`src/verilog/ios_params.svh`:
```
// Constants for the I/O module select and table timing block
`ifndef IOS_PARAMS_SVH
`define IOS_PARAMS_SVH

// ==========================================================
// Timing
`define IOS_CLK_PERIOD_NS 10
`define IOS_SECOND_NS 1000000000
`define IOS_SEC_CYCLES (`IOS_SECOND_NS / `IOS_CLK_PERIOD_NS)
// 86400 seconds in a day
`define IOS_DAY_SECONDS 17'h1_5180

// ==========================================================
// Line rates in baud, index order of the rate selector
`define IOS_BAUD_0 18'h0_04B0
`define IOS_BAUD_1 18'h0_0960
`define IOS_BAUD_2 18'h0_12C0
`define IOS_BAUD_3 18'h0_2580
`define IOS_BAUD_4 18'h0_4B00
`define IOS_BAUD_5 18'h0_9600
`define IOS_BAUD_6 18'h1_2A0C
`define IOS_BAUD_7 18'h2_5800
`define IOS_RATE_RST 3'h5

// ==========================================================
// Register byte offsets
`define IOS_OFS_CTRL 8'h00
`define IOS_OFS_INTERVAL 8'h04
`define IOS_OFS_CMD 8'h08
`define IOS_OFS_DATA 8'h0C
`define IOS_OFS_STATUS 8'h10
`define IOS_OFS_FS_PTR 8'h14
`define IOS_OFS_FS_ADDR 8'h18
`define IOS_OFS_FS_RDATA 8'h1C
`define IOS_OFS_TOD 8'h20

// ==========================================================
// Field positions
`define IOS_CTRL_RATE_LSB 0
`define IOS_CTRL_HIRES_BIT 3
`define IOS_CMD_OP_LSB 0
`define IOS_CMD_MOD_LSB 8
`define IOS_CMD_LOC_LSB 16
`define IOS_CMD_TBL_LSB 24
`define IOS_MOD_FIRST 3'h1
`define IOS_MOD_LAST 3'h4
`define IOS_CTRL_RST 32'h0000_0005

`endif

```
`src/verilog/ios_pkg.sv`:
```
// Types for the I/O module select and table timing block
package ios_pkg;

  // ==========================================================
  // Table pass state
  typedef enum logic [0:0] {
    PASS_IDLE = 1'b0,
    PASS_RUN = 1'b1
  } ios_pass_t;

  // ==========================================================
  // Instruction opcodes
  typedef enum logic [2:0] {
    OP_NONE = 3'h0,
    OP_SELECT = 3'h1,
    OP_FLAG_SET = 3'h2,
    OP_FLAG_CLR = 3'h3,
    OP_END = 3'h4
  } ios_op_t;

  // ==========================================================
  // Status word layout
  typedef struct packed {
    logic [7:0] skips;
    logic wrapped;
    logic busy;
    logic flag;
    logic [2:0] target;
  } ios_status_t;

  // Byte lane merge for writes
  function automatic logic [31:0] merge(input logic [31:0] old_v, input logic [31:0] new_v,
                                        input logic [3:0] sel);
    logic [31:0] r;
    r = old_v;
    for (int i = 0; i < 4; i++) begin
      if (sel[i]) begin
        r[i*8 +: 8] = new_v[i*8 +: 8];
      end
    end
    return r;
  endfunction

endpackage

```
`src/verilog/ios_rate_div.sv`:
```
// Divider that turns the clock into a one-cycle enable pulse
`timescale 1ns/1ns
module ios_rate_div #(
  parameter int WIDTH = 32
) (
  input wire logic clk,
  input wire logic rst_n,
  input wire logic en,
  input wire logic [WIDTH-1:0] divisor,
  output logic tick
);

  logic [WIDTH-1:0] count_r;
  logic [WIDTH-1:0] count_nxt;
  logic wrap;

  assign wrap = (count_r >= divisor - WIDTH'(1));
  assign count_nxt = wrap ? '0 : count_r + WIDTH'(1);

  always_ff @(posedge clk or negedge rst_n) begin
    if (!rst_n) begin
      count_r <= '0;
      tick <= 1'b0;
    end else if (!en) begin
      count_r <= '0;
      tick <= 1'b0;
    end else begin
      count_r <= count_nxt;
      tick <= wrap;
    end
  end

endmodule // ios_rate_div

```
`src/verilog/ios_ctrl.sv`:
```
// Control-side I/O module selection, link rate and table timing
`timescale 1ns/1ns
`include "ios_params.svh"
module ios_ctrl #(
  parameter int SEC_CYCLES = `IOS_SEC_CYCLES,
  parameter int FS_DEPTH = 64
) (
  input wire logic CLK,
  input wire logic RST_N,
  input wire logic WB_CYC_I,
  input wire logic WB_STB_I,
  input wire logic WB_WE_I,
  input wire logic [7:0] WB_ADR_I,
  input wire logic [3:0] WB_SEL_I,
  input wire logic [31:0] WB_DAT_I,
  output logic [31:0] WB_DAT_O,
  output logic WB_ACK_O,
  output logic [2:0] MOD_SEL_O,
  output logic TABLE_START_O,
  output logic OUT_FLAG_O,
  output logic PASS_BUSY_O,
  output logic [2:0] LINK_RATE_O,
  output logic LINK_BIT_TICK_O
);

  localparam int PW = $clog2(FS_DEPTH);

  // ==========================================================
  // Bus decode
  logic ack_r;
  logic pend_r;
  logic [31:0] ctrl_r;
  logic [16:0] interval_r;
  logic take;
  logic wr;
  logic stall;
  logic hit_ctrl;
  logic hit_int;
  logic hit_cmd;
  logic hit_data;
  logic hit_addr;
  logic [31:0] rd_mux;

  assign hit_ctrl = (WB_ADR_I == `IOS_OFS_CTRL);
  assign hit_int = (WB_ADR_I == `IOS_OFS_INTERVAL);
  assign hit_cmd = (WB_ADR_I == `IOS_OFS_CMD);
  assign hit_data = (WB_ADR_I == `IOS_OFS_DATA);
  assign hit_addr = (WB_ADR_I == `IOS_OFS_FS_ADDR);
  // Second half of a wide value still pending
  assign stall = pend_r & (hit_data | hit_cmd);
  assign take = WB_CYC_I & WB_STB_I & ~ack_r & ~stall;
  assign wr = take & WB_WE_I;
  assign WB_ACK_O = ack_r;

  // ==========================================================
  // Control fields
  logic hi_res;
  logic compile;
  logic [31:0] int_merged;
  logic [31:0] ctrl_merged;
  assign hi_res = ctrl_r[`IOS_CTRL_HIRES_BIT];
  assign ctrl_merged = ios_pkg::merge(ctrl_r, WB_DAT_I, WB_SEL_I);
  assign int_merged = ios_pkg::merge({15'h0000, interval_r}, WB_DAT_I, WB_SEL_I);
  assign compile = wr & hit_int;

  assign LINK_RATE_O = ctrl_r[`IOS_CTRL_RATE_LSB +: 3];

  // ==========================================================
  // Link bit timing
  logic [31:0] baud_div;
  always_comb begin
    case (LINK_RATE_O)
      3'h0: baud_div = 32'(`IOS_SEC_CYCLES / `IOS_BAUD_0);
      3'h1: baud_div = 32'(`IOS_SEC_CYCLES / `IOS_BAUD_1);
      3'h2: baud_div = 32'(`IOS_SEC_CYCLES / `IOS_BAUD_2);
      3'h3: baud_div = 32'(`IOS_SEC_CYCLES / `IOS_BAUD_3);
      3'h4: baud_div = 32'(`IOS_SEC_CYCLES / `IOS_BAUD_4);
      3'h5: baud_div = 32'(`IOS_SEC_CYCLES / `IOS_BAUD_5);
      3'h6: baud_div = 32'(`IOS_SEC_CYCLES / `IOS_BAUD_6);
      3'h7: baud_div = 32'(`IOS_SEC_CYCLES / `IOS_BAUD_7);
      default: baud_div = 32'(`IOS_SEC_CYCLES / `IOS_BAUD_5);
    endcase
  end

  ios_rate_div #(.WIDTH(32)) u_baud (
    .clk(CLK),
    .rst_n(RST_N),
    .en(1'b1),
    .divisor(baud_div),
    .tick(LINK_BIT_TICK_O)
  );

  logic sec_tick;
  ios_rate_div #(.WIDTH(32)) u_sec (
    .clk(CLK),
    .rst_n(RST_N),
    .en(1'b1),
    .divisor(32'(SEC_CYCLES)),
    .tick(sec_tick)
  );

  // ==========================================================
  // Time of day and start scheduling
  logic [16:0] tod_r;
  logic [16:0] tod_nxt;
  logic [16:0] cnt_r;
  logic [16:0] cnt_nxt;
  logic run_r;
  logic aligned_r;
  logic aligned_new;
  logic fire;
  logic [16:0] new_int;

  assign new_int = int_merged[16:0];
  assign tod_nxt = (tod_r == `IOS_DAY_SECONDS - 17'h0_0001) ? 17'h0_0000 : tod_r + 17'h0_0001;
  assign aligned_new = (new_int != 17'h0_0000) && ((`IOS_DAY_SECONDS % new_int) == 17'h0_0000);
  assign cnt_nxt = (cnt_r == 17'h0_0000) ? interval_r - 17'h0_0001 : cnt_r - 17'h0_0001;
  // Midnight aligned; first whole second otherwise
  assign fire = sec_tick & run_r &
                (aligned_r ? ((tod_nxt % interval_r) == 17'h0_0000) : (cnt_r == 17'h0_0000));

  always_ff @(posedge CLK or negedge RST_N) begin
    if (!RST_N) begin
      tod_r <= 17'h0_0000;
      cnt_r <= 17'h0_0000;
      run_r <= 1'b0;
      aligned_r <= 1'b0;
      interval_r <= 17'h0_0000;
    end else if (compile) begin
      interval_r <= new_int;
      run_r <= (new_int != 17'h0_0000);
      aligned_r <= aligned_new;
      cnt_r <= 17'h0_0000;
      if (sec_tick) begin
        tod_r <= tod_nxt;
      end
    end else if (sec_tick) begin
      tod_r <= tod_nxt;
      cnt_r <= cnt_nxt;
    end
  end

  // ==========================================================
  // Table pass, module selection and output flag
  ios_pkg::ios_pass_t pass_r;
  ios_pkg::ios_pass_t pass_nxt;
  ios_pkg::ios_op_t op;
  logic [2:0] cmd_mod;
  logic [15:0] id_word;
  logic cmd_ok;
  logic start;
  logic skip;
  logic [7:0] skips_r;
  logic flag_r;

  assign op = ios_pkg::ios_op_t'(WB_DAT_I[`IOS_CMD_OP_LSB +: 3]);
  assign cmd_mod = WB_DAT_I[`IOS_CMD_MOD_LSB +: 3];
  assign id_word = {4'h0, WB_DAT_I[`IOS_CMD_TBL_LSB +: 4], WB_DAT_I[`IOS_CMD_LOC_LSB +: 8]};
  assign cmd_ok = wr & hit_cmd & (pass_r == ios_pkg::PASS_RUN);
  assign start = fire & ~compile & (pass_r == ios_pkg::PASS_IDLE);
  assign skip = fire & ~compile & (pass_r == ios_pkg::PASS_RUN);

  always_comb begin
    case (pass_r)
      ios_pkg::PASS_IDLE: pass_nxt = start ? ios_pkg::PASS_RUN : ios_pkg::PASS_IDLE;
      ios_pkg::PASS_RUN: pass_nxt = (cmd_ok && op == ios_pkg::OP_END) ? ios_pkg::PASS_IDLE
                                                                       : ios_pkg::PASS_RUN;
      default: pass_nxt = ios_pkg::PASS_IDLE;
    endcase
  end

  always_ff @(posedge CLK or negedge RST_N) begin
    if (!RST_N) begin
      pass_r <= ios_pkg::PASS_IDLE;
      skips_r <= 8'h00;
    end else if (compile) begin
      pass_r <= ios_pkg::PASS_IDLE;
      skips_r <= 8'h00;
    end else begin
      pass_r <= pass_nxt;
      if (skip && skips_r != 8'hFF) begin
        skips_r <= skips_r + 8'h01;
      end
    end
  end

  always_ff @(posedge CLK or negedge RST_N) begin
    if (!RST_N) begin
      MOD_SEL_O <= `IOS_MOD_FIRST;
    end else if (start) begin
      MOD_SEL_O <= `IOS_MOD_FIRST;
    end else if (cmd_ok && op == ios_pkg::OP_SELECT &&
                 cmd_mod >= `IOS_MOD_FIRST && cmd_mod <= `IOS_MOD_LAST) begin
      MOD_SEL_O <= cmd_mod;
    end
  end

  always_ff @(posedge CLK or negedge RST_N) begin
    if (!RST_N) begin
      flag_r <= 1'b0;
    end else if (compile || start || (cmd_ok && op == ios_pkg::OP_END)) begin
      flag_r <= 1'b0;
    end else if (cmd_ok && op == ios_pkg::OP_FLAG_SET) begin
      flag_r <= 1'b1;
    end else if (cmd_ok && op == ios_pkg::OP_FLAG_CLR) begin
      flag_r <= 1'b0;
    end
  end

  // ==========================================================
  // Final storage ring
  logic [15:0] fs_mem [FS_DEPTH];
  logic [PW-1:0] ptr_r;
  logic [PW-1:0] fs_addr_r;
  logic [15:0] pend_word_r;
  logic wrapped_r;
  logic data_ok;
  logic fs_we;
  logic [15:0] fs_wdata;

  assign data_ok = wr & hit_data & flag_r & (pass_r == ios_pkg::PASS_RUN);

  always_comb begin
    fs_we = 1'b0;
    fs_wdata = 16'h0000;
    if (pend_r) begin
      fs_we = 1'b1;
      fs_wdata = pend_word_r;
    end else if (cmd_ok && op == ios_pkg::OP_FLAG_SET) begin
      // Array opens with its id word
      fs_we = 1'b1;
      fs_wdata = id_word;
    end else if (data_ok) begin
      fs_we = 1'b1;
      fs_wdata = hi_res ? WB_DAT_I[31:16] : WB_DAT_I[15:0];
    end
  end

  always_ff @(posedge CLK) begin
    if (fs_we) begin
      fs_mem[ptr_r] <= fs_wdata;
    end
  end

  always_ff @(posedge CLK or negedge RST_N) begin
    if (!RST_N) begin
      ptr_r <= '0;
      wrapped_r <= 1'b0;
      pend_r <= 1'b0;
      pend_word_r <= 16'h0000;
    end else begin
      pend_r <= data_ok & hi_res;
      if (data_ok) begin
        pend_word_r <= WB_DAT_I[15:0];
      end
      if (fs_we) begin
        ptr_r <= (ptr_r == PW'(FS_DEPTH - 1)) ? '0 : ptr_r + PW'(1);
        if (ptr_r == PW'(FS_DEPTH - 1)) begin
          wrapped_r <= 1'b1;
        end
      end
    end
  end

  // ==========================================================
  // Register write and read back
  ios_pkg::ios_status_t status;
  assign status = '{skips: skips_r, wrapped: wrapped_r, busy: (pass_r == ios_pkg::PASS_RUN),
                    flag: flag_r, target: MOD_SEL_O};

  always_comb begin
    rd_mux = 32'h0000_0000;
    case (WB_ADR_I)
      `IOS_OFS_CTRL: rd_mux = ctrl_r;
      `IOS_OFS_INTERVAL: rd_mux = {15'h0000, interval_r};
      `IOS_OFS_STATUS: rd_mux = {18'h0_0000, status};
      `IOS_OFS_FS_PTR: rd_mux = 32'(ptr_r);
      `IOS_OFS_FS_ADDR: rd_mux = 32'(fs_addr_r);
      `IOS_OFS_FS_RDATA: rd_mux = {16'h0000, fs_mem[fs_addr_r]};
      `IOS_OFS_TOD: rd_mux = {15'h0000, tod_r};
      default: rd_mux = 32'h0000_0000;
    endcase
  end

  always_ff @(posedge CLK or negedge RST_N) begin
    if (!RST_N) begin
      ctrl_r <= `IOS_CTRL_RST;
      fs_addr_r <= '0;
      ack_r <= 1'b0;
      WB_DAT_O <= 32'h0000_0000;
      TABLE_START_O <= 1'b0;
    end else begin
      ack_r <= take;
      TABLE_START_O <= start;
      if (take && !WB_WE_I) begin
        WB_DAT_O <= rd_mux;
      end
      if (wr && hit_ctrl) begin
        ctrl_r <= {28'h000_0000, ctrl_merged[3:0]};
      end
      if (wr && hit_addr) begin
        fs_addr_r <= WB_DAT_I[PW-1:0];
      end
    end
  end

  assign OUT_FLAG_O = flag_r;
  assign PASS_BUSY_O = (pass_r == ios_pkg::PASS_RUN);

endmodule // ios_ctrl

```
`config.mk`:
```
export PLATFORM = sky130hd
export DESIGN_NAME = ios_ctrl
export DESIGN_NICKNAME = d
export VERILOG_FILES = /design/src/verilog/ios_pkg.sv /design/src/verilog/ios_rate_div.sv /design/src/verilog/ios_ctrl.sv
export VERILOG_INCLUDE_DIRS = /design/src /design/src/verilog
export SDC_FILE = /design/constraint.sdc
export NUM_CORES = 2
export LEC_CHECK = 0
export BUFFER_PORTS_ARGS = -buffer_cell sky130_fd_sc_hd__buf_2
export CORE_AREA = 2 2 502 454
export DETAILED_ROUTE_END_ITERATION = 10
export DIE_AREA = 0 0 504 456
export REMOVE_ABC_BUFFERS = 1
export SYNTH_ARGS = -nofsm -noshare
export SYNTH_HDL_FRONTEND = slang
export SYNTH_SLANG_ARGS = --single-unit
```
`constraint.sdc`:
```
create_clock -name CLK -period 90.6 [get_ports CLK]
set_clock_uncertainty 0.15 [all_clocks]
set_input_delay 18.12 -clock CLK [delete_from_list [all_inputs] [get_ports CLK]]
set_output_delay 18.12 -clock CLK [all_outputs]
set_load 0.05 [all_outputs]
```
# Yosys cells after proc, flatten, opt, wreduce, memory -nomap -nowiden
# Memory sizes are Yosys's and may differ from the RTL's.
# Index checks and enable logic that the tools add are counted.
[totals] n_memories=2 rom_bits=136 regBits=200 word_cells=132 latch_bits=0 input_bits=49 out_inout_bits=43 ramBits=1024
[op_classes] shift=0 mul=0 n_reduce_logical=25 n_mux=32 bitwise_logic=22 div_mod_pow=2 add_sub_neg=8 n_eq_ne=15 order_cmp=4
[mem_list] memory="fs_mem" depth=64 width=16 read_ports=1 rd_clocked_by_memory_dff=0 write_ports=1 line="ios_ctrl.sv:212" rtl="logic [15:0] fs_mem [FS_DEPTH];"
[mem_list] memory="(no name shown)" depth=8 width=17 read_ports=1 rd_clocked_by_memory_dff=0 write_ports=0 line="ios_ctrl.sv:72" rtl="case (LINK_RATE_O)"
[op_table] cell="$pmux W17 S7" count=1
[op_table] cell="$mux W17" count=4
[op_table] cell="$add A32 B1 Y32 const B" count=2
[op_table] cell="$mux W16" count=4
[op_table] cell="$mux W32" count=2
[op_table] cell="$logic_not A17 Y1" count=3
[op_table] cell="$sub A17 B1 Y17 const B" count=2
[op_table] cell="$eq A8 B5 Y1 const B" count=4
[op_table] cell="$ge A32 B27 Y1 const B" count=1
[op_table] cell="$ge A32 B32 Y1" count=1
[op_table] cell="$mux W8" count=4
[op_table] cell="$sub A32 B1 Y32 const B" count=1
[op_table] cell="$add A17 B1 Y17 const B" count=1
[op_table] cell="$and A1 B1 Y1" count=17
[op_table] cell="$eq A17 B17 Y1 const B" count=1
[op_table] cell="$mod A17 B17 Y17" count=1
[op_table] cell="$mod A17 B17 Y17 const A" count=1
[op_table] cell="$reduce_bool A17 Y1" count=1
[op_table] cell="$eq A8 B4 Y1 const B" count=2
[op_table] cell="$mux W1" count=13
[op_table] cell="$logic_and A1 B1 Y1" count=11
[op_table] cell="$add A8 B1 Y8 const B" count=1
[op_table] cell="$eq A8 B3 Y1 const B" count=1
[op_table] cell="$eq A8 B6 Y1 const B" count=1
[op_table] cell="19 further kinds" count=28

# Longest topological paths before layout
[depth] depth_word=14 depth_mapped=154 depth_no_buf=142

# Hierarchy
# A second synthesis with hierarchy kept.
[hier_totals] cells_unflattened=5640 area_unflattened_um2=69208.9
[modules_own_cells] mod="ios_ctrl" instances=1 area_each_um2=63659.8 seq_area_each_um2=33731.1 cells_per_inst=5006
[modules_own_cells] mod="ios_rate_div (u_baud)" instances=1 area_each_um2=2793.9 seq_area_each_um2=825.8 cells_per_inst=314
[modules_own_cells] mod="ios_rate_div (u_sec)" instances=1 area_each_um2=2755.1 seq_area_each_um2=825.8 cells_per_inst=320

# Worst setup path before layout
# Ideal clock, no wire load.
[synth_timing] path_type="input to register" from="input WB_SEL_I[0]" to="register aligned_r" required_time_ns=90.371 path_slack_ns=42.341 stages=138 path_buffers=15 setup_time_ns=0.079 t_arrival_ns=48.029 path_cell_list="buf_2 mux2i_1 o2111ai_1 or2_0 clkbuf_1 or4_1 ha_1 mux2_2 a21oi_1 nand2_1 ha_1 o21a_1 o21a_1 mux2i_1 and2_1 ha_1 a21o_1 a21oi_1 [... 102 more ...] a41o_1 and3_1 or2_2 clkbuf_1 clkbuf_1 mux2_2 ha_1 and2_1 o21ai_0 o31ai_1 o41a_1 nor3_1 o21ai_0 a211o_1 or3_1 or4_1 nor4_1 a2bb2oi_1"
[synth_via] elab_chain_len=4 word_cells_on_any_way=5 classes_between="1 x div; 1 x mux; 3 x reduce/logical"
[synth_lines] element="start: declaration" line="ios_ctrl.sv:14" rtl="input wire logic [3:0] WB_SEL_I,"
[synth_lines] element="$mux W8 *" line="ios_pkg.sv:37" rtl="if (sel[i]) begin"
[synth_lines] element="$mod A17 B17 Y17 (no line)"
[synth_lines] element="$logic_not A17 Y1" line="ios_ctrl.sv:116" rtl="assign aligned_new = (new_int != 17'h0_0000) && ((`IOS_DAY_SECONDS % new_int) == 17'h0_0000);"
[synth_lines] element="$logic_and A1 B1 Y1 *" line="ios_ctrl.sv:116"
[synth_lines] element="end signal: assignment" line="ios_ctrl.sv:132" rtl="aligned_r <= aligned_new;"
[synth_lines] element="end: declaration" line="ios_ctrl.sv:109" rtl="logic aligned_r;"
# Mark *: on every way between the ends. The rest lies on a longest branch, timed or not.
# A chain may end at the register's enable or synchronous reset.

# Final worst setup path
[layout_timing] from="input WB_SEL_I[1]" to="register aligned_r"
# Same word-level chain as after synthesis.

==> impl_results.md <==
* Status: finished clean
* CP peak stage delay at 0.75 ns
* CP Launch Type: primary input
* Top-area cell type share of the netlist area at 0.458
* LEAKAGE at 28.1 nW
* Vias in the first global route at 45048
* CP max FO at 20
* Fmax achieved at 18.2 MHz
* #FFs+latches synth at 1209
* Crit path kind: in -> reg
* Multi-input logic area at 30400 sq um
* Post-synth EDFFs at 1024
* Initial antenna violation count at 17
* Pin count of the biggest net entering global routing at 118
* Place WS at 35.78 ns
* Core Area at 224000 sq um
* Worst-Margin Slew at 1.22 ns
* Critical path required time at 91.11 ns
* Setup ws final at 35.73 ns
* Synth top area cells: edfxtp_1, mux4_2, dfrtp_1, ha_1, nand2_1
* Global-route wire length before repair at 291 mm
* TritonCTS Buffers at 110
* Type of the most critical hold path: reg -> reg
* Crit. End Element: flip-flop
* Ports at 92
* Initial Util at 0.300
* Synth unique cells at 100
* Layout cell share with drive strength beyond 1 at 0.158
* Drt total wl at 196 mm
* Placed Area at 71600 sq um
* Max IR drop VDD at 0.0233 mV
* Yosys warnings at 0
* Power density over the cells at 22.6 nW/um^2
* Crit path arrival time at 55.38 ns
* Hold buffers post-CTS at 0
* Gr ovfl total at 0
* Vias per cell at 5.44
* Clock Tree Buf Depth at 3
* Final ANT Viol Nets at 0
* Final max-slew violation count at 0
* Async SR Flop Fraction at 0.153
* Final net count at 5820
* # fillers at 21974
* Detailed Routing Iterations Pass 1 at 7
* Register area at 35400 sq um
* Final Hold Fails at 0
* Post-Syn Area at 67200 sq um
* # resized after CTS at 0
* Root buffer cell: clkbuf_16
* Die Span Y at 456 um
* Fin crit share at 0.606
* Seq/Total Area, Yosys at 0.527
* CTS tree: built
* Buffer count from post-CTS setup fixing at 0
* Min Hold Slack at 0.330 ns
* Total number of vias at 46624
* Largest area contributor in the netlist: edfxtp_1
* Setup violations, final at 0
* Max-Cap Viols at 0
* Slew headroom at 0.178
* Setup TNS at 0 ns
* Drt initial violations at 5120
* # H-tree levels at 3
* DRC viols at 0
* Die width at 504 um
* IO Port Bufs at 75
* Total power at 1.70 mW
* Final GP Congestion at 0.919
* Gr usage total at 0.165
* Routed wire per std cell at 22.9 um
* Clk pin slew, worst setup/hold paths at 0.07 ns
* Worst-Skew Late Latency at 0.75 ns
* Avg Inst Size Synth at 12.5 sq um
* Cell mode on critical path: ha_1
* Hpwl dp at 131 mm
* Syn Inst Count at 5355
* Design area at 75200 sq um
* Die Area at 230000 sq um
* Dominant synthesized flop cell: edfxtp_1
* Min Clock Period, post-route at 54.87 ns
* CTS sink count at 1209
* RSZ-0062 raised after global routing: no
* Layout area overhead at 11.9%
* Site row count at 165
* CP max-delay cell: or4b_2
per-layer routing:
layer | vias to the layer above | wire, um | global-route usage
met2 | 1699 | 90500 | 0.261
li1 | 21024 | - | -
met4 | 0 | 7530 | 0.0652
met5 | - | 0 | 0
met1 | 23593 | 85600 | 0.230
met3 | 308 | 12200 | 0.0195
cells in the mapped netlist, types with 22 or more instances:
cell type	instances
a211oi_1	44
a21boi_0	31
a21o_1	102
a21oi_1	258
a222oi_1	28
a31o_2	22
a31oi_1	43
and2_1	41
and3_1	54
buf_1	39
clkbuf_1	181
dfrtp_1	182
edfxtp_1	1024
ha_1	320
inv_1	142
mux2_2	45
mux2i_1	45
mux4_2	336
nand2_1	456
nand2b_1	47
nand3_1	121
nand4_1	49
nor2_1	444
nor2b_1	24
nor3_1	119
nor4_1	30
o211ai_1	45
o21a_1	80
o21ai_0	230
o21bai_1	29
o31ai_1	32
or2_2	29
or3_1	46
or4_1	24
xnor2_1	136
xor2_1	119
layout make-up:
class | instances | area share
Sequential cell | 1209 | 0.471
Multi-Input combinational cell | 3771 | 0.405
Tap cell | 3006 | 0.0500
Clock buffer | 136 | 0.0387
Timing Repair Buffer | 215 | 0.0193
Clock inverter | 72 | 0.00897
Inverter | 143 | 0.00714
Antenna cell | 12 | 0.000399
registers in the layout (all words and copies together) (netlist names), 16 cells and up:
| name | flops |
|---|---|
| WB_DAT_O | 17 |
| fs_mem | 1024 |
| interval_r | 17 |
| tod_r | 17 |
| u_baud.count_r | 32 |
| cnt_r | 17 |
| u_sec.count_r | 32 |
| pend_word_r | 16 |
final timing paths:
check,depth (start not counted),from,end,slack (ns)
min reg2reg,2,pend_word_r[12],pend_word_r[12],0.33
max,133,WB_SEL_I[1],aligned_r,35.73
min,2,pend_word_r[12],pend_word_r[12],0.33
max in group asynchronous,2,RST_N,fs_addr_r[2],71.23
min in group asynchronous,1,RST_N,u_sec.count_r[16],17.43
max reg2reg,128,tod_r[2],skips_r[7],50.05
worst max-delay path, delay by kind of cell:
kind / cells / cell delay [ns]
XOR/XNOR: 1 / 0.28
AND/OR/NAND/NOR: 39 / 11.52
adder cells (fa/ha/maj): 16 / 5.64
AO/OA/AOI/OAI: 65 / 16.72
buffers and inverters: 5 / 0.84
multiplexers: 7 / 2.12
report_power, final:
group / internal [mW] / leakage [nW] / total [mW] / switching (mW)
combinational: 0.254 / 13.3 / 0.625 / 0.371
sequential: 0.603 / 13.0 / 0.614 / 0.0109
clock: 0.253 / 1.75 / 0.464 / 0.211
total: 1.11 / 28.1 / 1.70 / 0.593
kinds of logic (layout without fill, tap and decap cells):
group | count (synthesis) | count (layout) | share of synthesized area
other cells | 2 | 35 | 0.000112
flops | 1209 | 1209 | 0.527
mux | 427 | 427 | 0.127
xor+xnor | 255 | 255 | 0.0332
compound gates | 1166 | 1166 | 0.117
simple gates | 1579 | 1579 | 0.113
buf+inv | 396 | 566 | 0.0236
fa+ha+maj | 321 | 321 | 0.0599
cell usage in the layout (no fill, tap or decap), types with 45 or more instances in the layout:
master,synthesis,final
edfxtp_1,1024,1024
nor3_1,119,115
a21oi_1,258,258
nand2b_1,47,47
and3_1,54,54
buf_2,13,74
mux2_2,45,45
nand4_1,49,49
a21o_1,102,102
ha_1,320,320
or3_1,46,46
dfrtp_1,182,178
clkbuf_16,0,112
o21ai_0,230,226
buf_4,18,139
nand2_1,456,456
mux4_2,336,336
o211ai_1,45,45
xnor2_1,136,136
nand3_1,121,121
o21a_1,80,80
xor2_1,119,119
nor2_1,444,443
inv_1,142,130
per-stage QoR:
step | utilization | std cells
global placement | 0.319 | 8344
CTS | 0.335 | 8552
finish | 0.335 | 8564
global route | 0.335 | 8561
detailed placement | 0.319 | 8344
floorplan | - | 5123
Note: power is estimated with default switching activity, not from simulation.
